$ cat src/adcsq_defines.vh
// register offsets, field positions, reset values and counts of the converter sequencer
`ifndef ADCSQ_DEFINES_VH
`define ADCSQ_DEFINES_VH
// ****************************************
// register offsets
// ****************************************
`define ADCSQ_OFS_PAIR_CFG 8'hBA
`define ADCSQ_OFS_CHAN_SEL 8'hBB
`define ADCSQ_OFS_CONV_CFG 8'hBC
`define ADCSQ_OFS_RES_LOW 8'hBE
`define ADCSQ_OFS_RES_HIGH 8'hBF
`define ADCSQ_OFS_UPPER_LOW 8'hC4
`define ADCSQ_OFS_UPPER_HIGH 8'hC5
`define ADCSQ_OFS_LOWER_LOW 8'hC6
`define ADCSQ_OFS_LOWER_HIGH 8'hC7
`define ADCSQ_OFS_REF_CTRL 8'hD1
`define ADCSQ_OFS_CONV_CTRL 8'hE8
// ****************************************
// control register bit positions
// ****************************************
`define ADCSQ_CTL_ENABLE 7
`define ADCSQ_CTL_TRACK_MODE 6
`define ADCSQ_CTL_DONE 5
`define ADCSQ_CTL_BUSY 4
`define ADCSQ_CTL_START_HI 3
`define ADCSQ_CTL_START_LO 2
`define ADCSQ_CTL_WINDOW 1
`define ADCSQ_CTL_LEFT_JUST 0
// ****************************************
// other field positions
// ****************************************
`define ADCSQ_CFG_SCALE_HI 4
`define ADCSQ_CFG_SCALE_LO 3
`define ADCSQ_CFG_GAIN_HI 2
`define ADCSQ_CFG_GAIN_LO 0
`define ADCSQ_REF_BIAS 1
// ****************************************
// reset values
// ****************************************
`define ADCSQ_RST_PAIR_CFG 4'h0
`define ADCSQ_RST_CHAN_SEL 4'h0
`define ADCSQ_RST_CONV_CFG 8'h00
`define ADCSQ_RST_CONV_CTRL 8'h00
`define ADCSQ_RST_REF_CTRL 8'h00
`define ADCSQ_RST_UPPER 16'hFFFF
`define ADCSQ_RST_LOWER 16'h0000
// ****************************************
// modes, codes and counts
// ****************************************
`define ADCSQ_START_SW 2'h0
`define ADCSQ_START_TMR3 2'h1
`define ADCSQ_START_PIN 2'h2
`define ADCSQ_START_TMR2 2'h3
`define ADCSQ_TEMP_CHANNEL 4'h8
`define ADCSQ_TRACK_CLOCKS 2'h3
`endif

$ cat src/adcsq_window.v
// window comparator on the 16-bit result word
`timescale 1ns/10ps
`default_nettype none
module adcsq_window (
  input wire [15:0] data_i,
  input wire signed_i,
  input wire [15:0] upper_i,
  input wire [15:0] lower_i,
  output wire match_o
);
  // sign bit flipped turns signed order into unsigned order, one comparator serves both
  wire [15:0] d = {data_i[15] ^ signed_i, data_i[14:0]};
  wire [15:0] g = {upper_i[15] ^ signed_i, upper_i[14:0]};
  wire [15:0] l = {lower_i[15] ^ signed_i, lower_i[14:0]};
  wire below = d < l;
  wire above = d > g;
  // inside window when lower-than word exceeds greater-than word, else outside
  assign match_o = (l > g) ? (below & above) : (below | above);
endmodule // adcsq_window
`default_nettype wire

$ cat src/adcsq_sar.v
// successive-approximation sequencer: track phase, ten bit trials, done pulse
`timescale 1ns/10ps
`default_nettype none
`include "adcsq_defines.vh"
module adcsq_sar (
  input wire clk_i,
  input wire reset_n_i,
  input wire ce_i,
  input wire enable_i,
  input wire tick_i,
  input wire start_i,
  input wire track_phase_i,
  input wire cmp_i,
  output reg busy_o,
  output reg done_o,
  output reg track_o,
  output reg [9:0] code_o
);
  localparam ST_IDLE = 2'd0;
  localparam ST_TRACK = 2'd1;
  localparam ST_CONV = 2'd2;
  reg [1:0] state;
  reg [1:0] track_cnt;
  reg [9:0] mask;
  // ****************************************
  // sequencer
  // ****************************************
  always @(posedge clk_i) begin
    if (!reset_n_i) begin
      state <= ST_IDLE;
      track_cnt <= 2'h0;
      mask <= 10'h000;
      code_o <= 10'h000;
      busy_o <= 1'b0;
      done_o <= 1'b0;
      track_o <= 1'b0;
    end else if (ce_i) begin
      done_o <= 1'b0;
      if (!enable_i) begin
        // shutdown aborts any conversion without a done pulse
        state <= ST_IDLE;
        busy_o <= 1'b0;
        track_o <= 1'b0;
      end else begin
        case (state)
          ST_IDLE: begin
            if (start_i) begin
              busy_o <= 1'b1;
              track_cnt <= 2'h0;
              if (track_phase_i) begin
                state <= ST_TRACK;
                track_o <= 1'b1;
              end else begin
                state <= ST_CONV;
                mask <= 10'h200;
                code_o <= 10'h200;
              end
            end
          end
          ST_TRACK: begin
            if (tick_i) begin
              track_cnt <= track_cnt + 2'h1;
              if (track_cnt == `ADCSQ_TRACK_CLOCKS - 2'h1) begin
                state <= ST_CONV;
                track_o <= 1'b0;
                mask <= 10'h200;
                code_o <= 10'h200;
              end
            end
          end
          ST_CONV: begin
            if (tick_i) begin
              // drop the trial bit when the input is below the trial level
              code_o <= (cmp_i ? code_o : (code_o & ~mask)) | (mask >> 1);
              mask <= mask >> 1;
              if (mask[0]) begin
                state <= ST_IDLE;
                busy_o <= 1'b0;
                done_o <= 1'b1;
              end
            end
          end
          default: begin
            state <= ST_IDLE;
          end
        endcase
      end
    end
  end
endmodule // adcsq_sar
`default_nettype wire

$ cat src/adcsq_top.v
// converter sequencer top: registers, triggers, prescaler, result and flags
// ****************************************
// Overview of operation
// - converter, track-and-hold and gain stage run only while enable bit is 1
// - nine mux channels: eight external plus temperature sensor
// - input pairs selectable differential or single-ended, all single-ended after reset
// - gain field selects 0.5 to 16, unity after reset
// - programmed gain also applies to the temperature channel
// - conversion clock is system clock divided by 2, 4, 8 or 16
// - start-mode field picks software, timer 3, pin edge or timer 2 trigger
// - busy reads 1 through a conversion and 0 once finished
// - busy falling at a completed conversion, not on an abort, sets the done flag and the interrupt request
// - each conversion yields a 10-bit successive approximation result
// - result placed left or right justified in the result byte pair
// - with track mode 0 input tracks except during conversion
// - track mode 1 with software or timer start: 3 conversion clocks of tracking
// - track mode 1 with pin start: track only while pin low
// - after each conversion compare against limits and set window flag
// - window flag for inside or outside limits, by limit ordering
// - each limit word is high byte concatenated with low byte
// - lower limit above upper: flag only when strictly between them
// - differential results and comparisons are signed two's complement
// ****************************************
`timescale 1ns/10ps
`default_nettype none
`include "adcsq_defines.vh"
module adcsq_top (
  input wire CLK_SYS_I,
  input wire RESET_N_I,
  input wire CE_I,
  input wire [7:0] SFR_ADDR_I,
  input wire [7:0] SFR_WDATA_I,
  input wire SFR_WE_I,
  output reg [7:0] SFR_RDATA_O,
  input wire TMR2_OVF_I,
  input wire TMR3_OVF_I,
  input wire EXT_CONVERT_START_I,
  input wire CMP_I,
  output wire CONV_ENABLE_O,
  output wire BIAS_ENABLE_O,
  output wire TRACK_O,
  output wire [9:0] DAC_CODE_O,
  output wire [3:0] MUX_SEL_O,
  output wire [3:0] PAIR_DIFF_O,
  output wire [2:0] GAIN_SEL_O,
  output wire DONE_IRQ_O,
  output wire WINDOW_IRQ_O
);
  // ****************************************
  // register storage
  // ****************************************
  reg [3:0] pair_config_reg;
  reg [3:0] channel_select_reg;
  reg [7:0] converter_config_reg;
  reg [7:0] reference_control_reg;
  reg converter_enable;
  reg track_mode_select;
  reg conversion_done_flag;
  reg window_match_flag;
  reg [1:0] start_mode;
  reg left_justify_select;
  reg [15:0] upper_limit;
  reg [15:0] lower_limit;
  reg [15:0] result_word;
  reg [2:0] pin_sync;
  reg pin_level;
  reg [3:0] pre_cnt;
  reg conv_diff;
  wire conversion_busy;
  wire sar_done;
  wire sar_track;
  wire [9:0] sar_code;
  wire win_match;
  wire [15:0] next_result;
  wire [1:0] scale;
  wire [3:0] pre_max;
  wire tick;
  wire wr_ctrl;
  wire sw_start;
  wire pin_rise;
  wire start;
  wire track_phase;
  wire chan_diff;
  wire [3:0] chan;

  assign wr_ctrl = SFR_WE_I & (SFR_ADDR_I == `ADCSQ_OFS_CONV_CTRL);
  assign scale = converter_config_reg[`ADCSQ_CFG_SCALE_HI:`ADCSQ_CFG_SCALE_LO];
  assign chan = channel_select_reg;

  // ****************************************
  // external start pin synchroniser
  // ****************************************
  // three stages; a change counts once stages two and three agree
  always @(posedge CLK_SYS_I) begin
    if (!RESET_N_I) begin
      pin_sync <= 3'h0;
      pin_level <= 1'b0;
    end else if (CE_I) begin
      pin_sync <= {pin_sync[1:0], EXT_CONVERT_START_I};
      if (pin_sync[1] == pin_sync[2]) begin
        pin_level <= pin_sync[2];
      end
    end
  end

  // rising edge of the filtered pin level
  assign pin_rise = (pin_sync[1] == pin_sync[2]) & pin_sync[2] & ~pin_level;

  // ****************************************
  // trigger selection
  // ****************************************
  // software start is a write of 1 to busy while idle in software mode
  assign sw_start = wr_ctrl & SFR_WDATA_I[`ADCSQ_CTL_BUSY] & ~conversion_busy;
  assign start = converter_enable & ~conversion_busy &
                 ((start_mode == `ADCSQ_START_SW) ? sw_start :
                  (start_mode == `ADCSQ_START_TMR3) ? TMR3_OVF_I :
                  (start_mode == `ADCSQ_START_PIN) ? pin_rise :
                  TMR2_OVF_I);
  // pin mode tracks while low instead of a counted track phase
  assign track_phase = track_mode_select & (start_mode != `ADCSQ_START_PIN);

  // ****************************************
  // conversion clock prescaler
  // ****************************************
  // divide by 2 << scale; counter runs only while enabled to save power
  assign pre_max = (scale == 2'h0) ? 4'h1 :
                   (scale == 2'h1) ? 4'h3 :
                   (scale == 2'h2) ? 4'h7 : 4'hF;
  // at or above, so a smaller divide written mid-count cannot stall for a wrap
  assign tick = converter_enable & (pre_cnt >= pre_max);
  always @(posedge CLK_SYS_I) begin
    if (!RESET_N_I) begin
      pre_cnt <= 4'h0;
    end else if (CE_I) begin
      if (!converter_enable || tick) begin
        pre_cnt <= 4'h0;
      end else begin
        pre_cnt <= pre_cnt + 4'h1;
      end
    end
  end

  // ****************************************
  // successive approximation engine
  // ****************************************
  adcsq_sar u_sar (
    .clk_i(CLK_SYS_I),
    .reset_n_i(RESET_N_I),
    .ce_i(CE_I),
    .enable_i(converter_enable),
    .tick_i(tick),
    .start_i(start),
    .track_phase_i(track_phase),
    .cmp_i(CMP_I),
    .busy_o(conversion_busy),
    .done_o(sar_done),
    .track_o(sar_track),
    .code_o(sar_code)
  );

  // ****************************************
  // channel mode and result formatting
  // ****************************************
  // channel 8 and above is the temperature sensor, never differential
  assign chan_diff = ~chan[3] & pair_config_reg[chan[2:1]];

  // latch mode at start so a mid-conversion change cannot corrupt the format
  always @(posedge CLK_SYS_I) begin
    if (!RESET_N_I) begin
      conv_diff <= 1'b0;
    end else if (CE_I && start) begin
      conv_diff <= chan_diff;
    end
  end

  // differential: offset code to two's complement by flipping the msb
  wire [9:0] signed_code = {sar_code[9] ^ conv_diff, sar_code[8:0]};
  assign next_result = left_justify_select ? {signed_code, 6'h00} :
                       {{6{conv_diff & signed_code[9]}}, signed_code};

  adcsq_window u_window (
    .data_i(next_result),
    .signed_i(conv_diff),
    .upper_i(upper_limit),
    .lower_i(lower_limit),
    .match_o(win_match)
  );

  // ****************************************
  // register writes and flags
  // ****************************************
  // flags: hardware set wins over a software clear in the same cycle
  always @(posedge CLK_SYS_I) begin
    if (!RESET_N_I) begin
      pair_config_reg <= `ADCSQ_RST_PAIR_CFG;
      channel_select_reg <= `ADCSQ_RST_CHAN_SEL;
      converter_config_reg <= `ADCSQ_RST_CONV_CFG;
      reference_control_reg <= `ADCSQ_RST_REF_CTRL;
      converter_enable <= 1'b0;
      track_mode_select <= 1'b0;
      conversion_done_flag <= 1'b0;
      window_match_flag <= 1'b0;
      start_mode <= `ADCSQ_START_SW;
      left_justify_select <= 1'b0;
      upper_limit <= `ADCSQ_RST_UPPER;
      lower_limit <= `ADCSQ_RST_LOWER;
      result_word <= 16'h0000;
    end else if (CE_I) begin
      if (SFR_WE_I) begin
        case (SFR_ADDR_I)
          `ADCSQ_OFS_PAIR_CFG: pair_config_reg <= SFR_WDATA_I[3:0];
          `ADCSQ_OFS_CHAN_SEL: channel_select_reg <= SFR_WDATA_I[3:0];
          `ADCSQ_OFS_CONV_CFG: converter_config_reg <= SFR_WDATA_I;
          `ADCSQ_OFS_REF_CTRL: reference_control_reg <= SFR_WDATA_I;
          `ADCSQ_OFS_UPPER_LOW: upper_limit[7:0] <= SFR_WDATA_I;
          `ADCSQ_OFS_UPPER_HIGH: upper_limit[15:8] <= SFR_WDATA_I;
          `ADCSQ_OFS_LOWER_LOW: lower_limit[7:0] <= SFR_WDATA_I;
          `ADCSQ_OFS_LOWER_HIGH: lower_limit[15:8] <= SFR_WDATA_I;
          `ADCSQ_OFS_CONV_CTRL: begin
            converter_enable <= SFR_WDATA_I[`ADCSQ_CTL_ENABLE];
            track_mode_select <= SFR_WDATA_I[`ADCSQ_CTL_TRACK_MODE];
            start_mode <= SFR_WDATA_I[`ADCSQ_CTL_START_HI:`ADCSQ_CTL_START_LO];
            left_justify_select <= SFR_WDATA_I[`ADCSQ_CTL_LEFT_JUST];
            // only a written 0 clears; a written 1 leaves the flag alone
            if (!SFR_WDATA_I[`ADCSQ_CTL_DONE]) begin
              conversion_done_flag <= 1'b0;
            end
            if (!SFR_WDATA_I[`ADCSQ_CTL_WINDOW]) begin
              window_match_flag <= 1'b0;
            end
          end
          default: begin
          end
        endcase
      end
      if (sar_done) begin
        result_word <= next_result;
        conversion_done_flag <= 1'b1;
        if (win_match) begin
          window_match_flag <= 1'b1;
        end
      end
    end
  end

  // ****************************************
  // register reads
  // ****************************************
  // one cycle read latency; unmapped offsets read zero
  always @(posedge CLK_SYS_I) begin
    if (!RESET_N_I) begin
      SFR_RDATA_O <= 8'h00;
    end else if (CE_I) begin
      case (SFR_ADDR_I)
        `ADCSQ_OFS_PAIR_CFG: SFR_RDATA_O <= {4'h0, pair_config_reg};
        `ADCSQ_OFS_CHAN_SEL: SFR_RDATA_O <= {4'h0, channel_select_reg};
        `ADCSQ_OFS_CONV_CFG: SFR_RDATA_O <= converter_config_reg;
        `ADCSQ_OFS_REF_CTRL: SFR_RDATA_O <= reference_control_reg;
        `ADCSQ_OFS_RES_LOW: SFR_RDATA_O <= result_word[7:0];
        `ADCSQ_OFS_RES_HIGH: SFR_RDATA_O <= result_word[15:8];
        `ADCSQ_OFS_UPPER_LOW: SFR_RDATA_O <= upper_limit[7:0];
        `ADCSQ_OFS_UPPER_HIGH: SFR_RDATA_O <= upper_limit[15:8];
        `ADCSQ_OFS_LOWER_LOW: SFR_RDATA_O <= lower_limit[7:0];
        `ADCSQ_OFS_LOWER_HIGH: SFR_RDATA_O <= lower_limit[15:8];
        `ADCSQ_OFS_CONV_CTRL: SFR_RDATA_O <= {converter_enable, track_mode_select,
                                              conversion_done_flag, conversion_busy,
                                              start_mode, window_match_flag,
                                              left_justify_select};
        default: SFR_RDATA_O <= 8'h00;
      endcase
    end
  end

  // ****************************************
  // analog front-end controls
  // ****************************************
  // the analog chain apart from the bias powers down with the enable bit
  assign CONV_ENABLE_O = converter_enable;
  // bias is software's duty; the block only forwards the bit
  assign BIAS_ENABLE_O = reference_control_reg[`ADCSQ_REF_BIAS];
  assign MUX_SEL_O = channel_select_reg;
  assign PAIR_DIFF_O = pair_config_reg;
  // gain drives the stage for every channel, the temperature sensor included
  assign GAIN_SEL_O = converter_config_reg[`ADCSQ_CFG_GAIN_HI:`ADCSQ_CFG_GAIN_LO];
  assign DAC_CODE_O = sar_code;
  // tracking: continuous unless converting, counted phase, or pin low
  assign TRACK_O = converter_enable &
                   (!track_mode_select ? ~conversion_busy :
                    (start_mode == `ADCSQ_START_PIN) ? ~pin_level :
                    sar_track);
  assign DONE_IRQ_O = conversion_done_flag;
  assign WINDOW_IRQ_O = window_match_flag;
endmodule // adcsq_top
`default_nettype wire

$ cat config.mk
export PLATFORM = sky130hd
export DESIGN_NAME = adcsq_top
export DESIGN_NICKNAME = d
export VERILOG_FILES = /design/src/adcsq_window.v /design/src/adcsq_sar.v /design/src/adcsq_top.v
export VERILOG_INCLUDE_DIRS = /design/src /design/src/src
export SDC_FILE = /design/constraint.sdc
export NUM_CORES = 1
export LEC_CHECK = 0
export BUFFER_PORTS_ARGS = -buffer_cell sky130_fd_sc_hd__buf_4
export CORE_ASPECT_RATIO = 2
export CORE_MARGIN = 2
export CORE_UTILIZATION = 29
export CTS_CLUSTER_SIZE = 8
export DETAILED_ROUTE_END_ITERATION = 8
export GPL_ROUTABILITY_DRIVEN = 0
export PLACE_DENSITY = 0.54
export SLEW_MARGIN = 40
export SYNTH_ARGS = -nofsm -noshare
export SYNTH_HDL_FRONTEND = slang
export SYNTH_SLANG_ARGS = --single-unit
$ cat constraint.sdc
create_clock -name CLK_SYS_I -period 2.5 [get_ports CLK_SYS_I]
set_input_delay 0.75 -clock CLK_SYS_I [delete_from_list [all_inputs] [get_ports CLK_SYS_I]]
set_output_delay 0.75 -clock CLK_SYS_I [all_outputs]
set_load 0.005 [all_outputs]
After elaboration in Yosys (flattened, before gate mapping)
Index checks and enable logic that the tools add are counted.
{"block": "op_classes", "n_addsub": 2, "magnitude_cmp": 5, "n_eq_ne": 34, "n_mux": 58, "n_bitwise": 24, "n_reduce_logical": 27}
{"operator": "$eq 8x8->1 const B", "count": 11}
{"operator": "$pmux 8 s11", "count": 1}
{"operator": "$mux 10", "count": 7}
{"operator": "$pmux 10 s3", "count": 2}
{"operator": "$gt 16x16->1", "count": 2}
{"operator": "$mux 1", "count": 29}
{"operator": "$reduce_and 3->1", "count": 9}
{"operator": "$mux 2", "count": 9}
{"operator": "$lt 16x16->1", "count": 1}
{"operator": "$mux 16", "count": 1}
{"operator": "$mux 4", "count": 4}
{"operator": "$and 1x1->1", "count": 13}
{"operator": "$ne 3x3->1 const B", "count": 4}
{"operator": "$reduce_and 6->1", "count": 2}
{"operator": "$and 10x10->10", "count": 1}
{"operator": "$ne 2x2->1 const B", "count": 5}
{"operator": "$not 10->10", "count": 1}
{"operator": "$or 10x9->10", "count": 1}
{"operator": "$reduce_and 5->1", "count": 2}
{"operator": "$eq 2x2->1 const B", "count": 4}
{"operator": "$reduce_and 8->1", "count": 1}
{"operator": "$eq 2x1->1 const B", "count": 3}
{"operator": "$logic_not 2->1", "count": 3}
{"operator": "$ne 3x1->1 const B", "count": 2}
{"operator": "21 further kinds", "count": 32}
{"block": "word_totals", "ff_bits": 123, "in_bits": 24, "out_inout_bits": 34, "elab_cells": 177}

Depth between registers and ports, before layout
{"block": "depth", "ltp_word": 10, "mapped_depth": 12, "ltp_nobuf": 12}

Modules after synthesis
Synthesis repeated with hierarchy kept, for this count alone.
{"block": "unflattened", "hier_cells": 812, "area_unflattened_um2": 7208.2}
{"module": "adcsq_top", "n_inst": 1, "cells_per_inst": 509, "area_each_um2": 4828.4, "seq_area_each_um2": 1921.8}
{"module": "adcsq_sar", "n_inst": 1, "cells_per_inst": 155, "area_each_um2": 1242.4, "seq_area_each_um2": 540.5}
{"module": "adcsq_window", "n_inst": 1, "cells_per_inst": 148, "area_each_um2": 1137.3, "seq_area_each_um2": 0.0}

Worst setup path before layout
No wires, ideal clock.
{"block": "synth_path", "path_type": "reg2reg", "start": "register left_justify_select", "end": "register window_match_flag (netlist: WINDOW_IRQ_O)", "setup_time_ns": 0.059, "t_arrival_ns": 2.571, "required_time_ns": 2.441, "slack_ns": -0.130, "stages_incl_launch_ff": 11, "path_buffers": 2, "synth_period_minus_slack_ns": 2.630, "cell_sequence": "dfxtp_1 clkbuf_1 clkbuf_1 mux2i_1 ha_1 a211oi_1 nor2_1 a2111oi_0 o211ai_1 a211oi_1 o211a_1"}
{"block": "synth_between", "word_cells_on_any_way": 9, "classes_between": "2 x order compare; 4 x mux; 3 x bitwise"}
{"item": "from (decl)", "line_no": "adcsq_top.v:61", "source": "reg left_justify_select;"}
{"item": "from (signal assigned)", "line_no": "adcsq_top.v:223", "source": "left_justify_select <= SFR_WDATA_I[`ADCSQ_CTL_LEFT_JUST];"}
{"item": "$mux 16 (*)", "line_no": "adcsq_top.v:178", "source": "assign next_result = left_justify_select ? {signed_code, 6'h00} :"}
{"item": "net next_result[9]", "line_no": "adcsq_top.v:74", "source": "wire [15:0] next_result;"}
{"item": "$lt 16x16->1 or $gt 16x16->1 (tied branches)", "line_no": "adcsq_window.v:15, adcsq_window.v:16"}
{"item": "$or 1x1->1 or $and 1x1->1 (tied branches)", "line_no": "adcsq_window.v:18", "source": "assign match_o = (l > g) ? (below & above) : (below | above);"}
{"item": "$mux 1 (*)", "line_no": "adcsq_window.v:18"}
{"item": "$mux 1 (*)", "line_no": "adcsq_top.v:239", "source": "if (win_match) begin"}
{"item": "$mux 1 (*)", "line_no": "adcsq_top.v:236", "source": "if (sar_done) begin"}
{"item": "to (signal assigned)", "line_no": "adcsq_top.v:202", "source": "window_match_flag <= 1'b0;"}
{"item": "to (signal assigned)", "line_no": "adcsq_top.v:229", "source": "window_match_flag <= 1'b0;"}
{"item": "to (signal assigned)", "line_no": "adcsq_top.v:240", "source": "window_match_flag <= 1'b1;"}
{"item": "to (decl)", "line_no": "adcsq_top.v:59", "source": "reg window_match_flag;"}
Mark *: on every way through the listed nets, which the timed path passes. The rest lies on a longest branch.
A chain may end at the register's enable or synchronous reset.

Final worst setup path
{"block": "layout_path", "start": "register upper_limit[10]", "end": "register window_match_flag (netlist: WINDOW_IRQ_O)"}
{"block": "layout_between", "elab_chain_len": 5, "word_cells_on_any_way": 7, "classes_between": "2 x order compare; 3 x mux; 2 x bitwise"}
{"item": "from (decl)", "line_no": "adcsq_top.v:62", "source": "reg [15:0] upper_limit;"}
{"item": "from (signal assigned)", "line_no": "adcsq_top.v:205", "source": "upper_limit <= `ADCSQ_RST_UPPER;"}
{"item": "$gt 16x16->1", "line_no": "adcsq_window.v:16", "source": "wire above = d > g;"}
{"item": "$or 1x1->1 or $and 1x1->1 (tied branches)", "line_no": "adcsq_window.v:18"}
{"item": "$mux 1 (*)", "line_no": "adcsq_window.v:18"}
{"item": "$mux 1 (*)", "line_no": "adcsq_top.v:239"}
{"item": "$mux 1 (*)", "line_no": "adcsq_top.v:236"}
Mark *: on every way between the ends. The rest lies on a longest branch, timed or not.

==> metrics.md <==
| Metric | Value |
|---|---|
| Outcome | finished, final reports clean |
| Die span in y | 227 um |
| Post-DP HPWL | 19.6 mm |
| Post-synth top area cell | dfxtp_1 |
| Routed wire per std cell | 19.5 um |
| Core Region | 24400 um^2 |
| Initial core utilization | 29.4% |
| Rel. slew slack | 65.2% |
| Worst clock skew | 0.00660 ns |
| Largest net degree at the start of global routing | 123 |
| TNS Setup | 0 ns |
| I/O pin cnt | 58 |
| Cts bufs inserted | 17 |
| Overall power | 4.71 mW |
| DP Cell Count | 1282 |
| Final nets | 1046 |
| Hold Path Sink | converter_config_reg[6] |
| Ys Warns | 0 |
| Dominant cells by area after synthesis | dfxtp_1 (34%), ha_1 (8.7%), nand2_1 (6.4%), mux2i_1 (5.4%), nor2b_1 (3.9%) |
| Initial DRC count | 421 |
| Leakage | 3.87 nW |
| CTS tree | done |
| Final min period | 2.42 ns |
| Worst reg2reg endpoint | WINDOW_IRQ_O |
| Number of max-cap violations | 0 |
| Power per Cell Area | 506 nW/um^2 |
| CP Data Arrival Time | 2.79 ns |
| Startpoint Class | flop |
| Share of the synthesized area in the top cell type | 34.2% |
| Hold_buf cts | 0 |
| Final hold slack | 0.454 ns |
| Final Hold Vio Count | 0 |
| Net Sw Power | 1.12 mW |
| Clock transition at path regs | 0.06 ns |
| GRT Total Usage | 20.3% |
| Final ANT Viol Nets | 0 |
| Setup violators final | 0 |
| Worst Setup End Kind | flop |
| Share of layout cells above drive strength 1 | 23.4% |
| Layout Cells excl Fill | 1317 |
| Hold_sp | converter_config_reg[6] |
| Antenna violations before repair | 0 |
| Hold WC Path Type | flop to flop |
| Clock sinks | 123 |
| Kind of critical path | flop to flop |
| Post-synthesis instance area | 7190 um^2 |
| IO buf count | 57 |
| Post-route DRC | 0 |
| Final Max Tran Viols | 0 |
| VDD IR max | 516 uV |
| Seq/Total Area, Yosys | 34.2% |
| Vias in the first global route | 6878 |
| Cell count after synthesis | 853 |
| Ant. Diodes | 0 |
| Post-synth cell types | 69 |
| Pre-CTS WS | -0.349 ns |
| Clk buf depth | 2 |
| FF-to-FF setup slack | 0.08 ns |
| TritonRoute pass-1 iters | 6 |
| Worst setup margin | 0.0814 ns |
| Syn Nets | 927 |
| CP required | 2.87 ns |
| Clock power share | 53.1% |
| Avg Cell Area, Syn | 8.43 um^2 |
| Logic gate share of total power | 5.2% |
| Clock root buffer | clkbuf_16 |
| Post-synth ARST share | 0% |
| CP Max Fanout | 3 |
| Gr ovfl total | 0 |
| Most frequent cells after synthesis | dfxtp_1 (123), nand2_1 (122), ha_1 (50) |
| RSZ-0062 raised after global routing | yes |
| Global-route wire length before repair | 38.8 mm |
| Worst Tran Pin Value | 0.522 ns |
| Worst Reg-to-Reg Cells | 9 |
| Post-synth EDFFs | 0 |
| Most frequent cell after synthesis | dfxtp_1 |
| Worst reg2reg path startpoint | upper_limit[10] |
| Sw Ratio | 23.7% |
| Rows | 81 |
| Vias per inst | 5.07 |
| Internal | 3.59 mW |
| Clk_lat worst skew | 0.43 ns |
| Final wirelength | 25.7 mm |
| Yosys reg bits | 123 |
| Die area | 26100 um^2 |
| Vias | 6682 |
| Die X | 115 um |
| Period utilization | 96.7% |
| Register share of total power | 41.7% |
| Biggest registers after layout | lower_limit (16), result_word (16), upper_limit (16) |
| H-tree depth | 4 |
| Dominant synthesized flop cell | dfxtp_1 |
| Max Fclk | 413 MHz |
| Hold depth | 2 |
| Area grow syn2layout | 29.5% |
==> placed cells by master, fill, tap and decap left out, types with 18 or more instances in the layout <==
| cell | count |
|---|---|
| buf_4 | 156 |
| nor2b_1 | 43 |
| ha_1 | 48 |
| o211ai_1 | 19 |
| dfxtp_1 | 120 |
| mux2i_1 | 38 |
| nand2b_1 | 20 |
| nand2_1 | 122 |
| inv_1 | 39 |
| nor2_1 | 30 |
| a21boi_0 | 31 |
| a22o_1 | 18 |
| nand3_1 | 43 |
| a21boi_1 | 22 |
==> worst max-delay path, cell delays in order, from the launching register on <==
cell and delay (ns):
dfxtp_1 0.33, inv_1 0.10, ha_1 0.32, a21o_1 0.19
a211oi_1 0.26, a21oi_1 0.12, or4_1 0.47, o2bb2ai_1 0.18
a211oi_1 0.23, o211a_1 0.17
==> worst max-delay path by stage <==
stage / cells past startpoint / slack (ns) / startpoint / end
floorplan: 10 / 0.08 / left_justify_select / WINDOW_IRQ_O
global placement: 9 / -0.32 / left_justify_select / WINDOW_IRQ_O
detailed placement: 9 / -0.35 / left_justify_select / WINDOW_IRQ_O
CTS: 14 / 0.001 / u_sar.code_o[9] / WINDOW_IRQ_O
global route: 14 / -0.04 / u_sar.code_o[9] / WINDOW_IRQ_O
finish: 9 / 0.08 / upper_limit[10] / WINDOW_IRQ_O
==> power by group through the flow <==
stage / sequential, mW / combinational [mW] / clock, mW
finish: 1.97 / 0.245 / 2.50
global route: 1.97 / 0.260 / 2.62
CTS: 1.97 / 0.244 / 2.56
detailed placement: 2.01 / 0.243 / 0
global placement: 2.01 / 0.242 / 0
floorplan: 2.01 / 0.126 / 0
==> layer usage <==
| layer | vias to the layer above | global-route usage, % | wire length [um] |
|---|---|---|---|
| met5 | - | 0 | 0 |
| met1 | 3105 | 19.1 | 8830 |
| li1 | 3269 | - | - |
| met3 | 107 | 4.09 | 882 |
| met4 | 0 | 18.5 | 2660 |
| met2 | 201 | 35.9 | 13300 |
==> stage by stage <==
stage               cell area (um^2)  util [%]
floorplan                       7190         -
global placement                8580      35.1
detailed placement              8580      35.1
CTS                             9240      37.8
global route                    9310      38.1
finish                          9310      38.1
==> cell type report <==
class,count,area (um^2)
timing repair buffer,159,1230
clock buffer,20,457
clock inverter,12,139
multi-input combinational,631,4450
inverter,40,150
tap,332,415
sequential,123,2470
fill,2487,15100
==> logic make-up (layout without fill, tap and decap cells) <==
logic type / after synthesis / count (layout) / synth area share [%]
AND/OR/NAND/NOR: 318 / 318 / 22.4
XOR/XNOR: 9 / 9 / 1.10
multiplexers: 46 / 46 / 6.84
AO/OA/AOI/OAI: 207 / 207 / 21.1
flip-flops: 123 / 123 / 34.2
buffers and inverters: 99 / 231 / 5.48
adder cells (fa/ha/maj): 51 / 51 / 8.84
==> what timing repair did <==
action	4_1_cts	5_1_grt
resized for setup	10	17
setup buffers	3	1
pin swaps	6	11
endpoints found under the hold margin	0	0
endpoints found under the setup margin	1	2
Note: power is estimated with default switching activity, not from simulation.
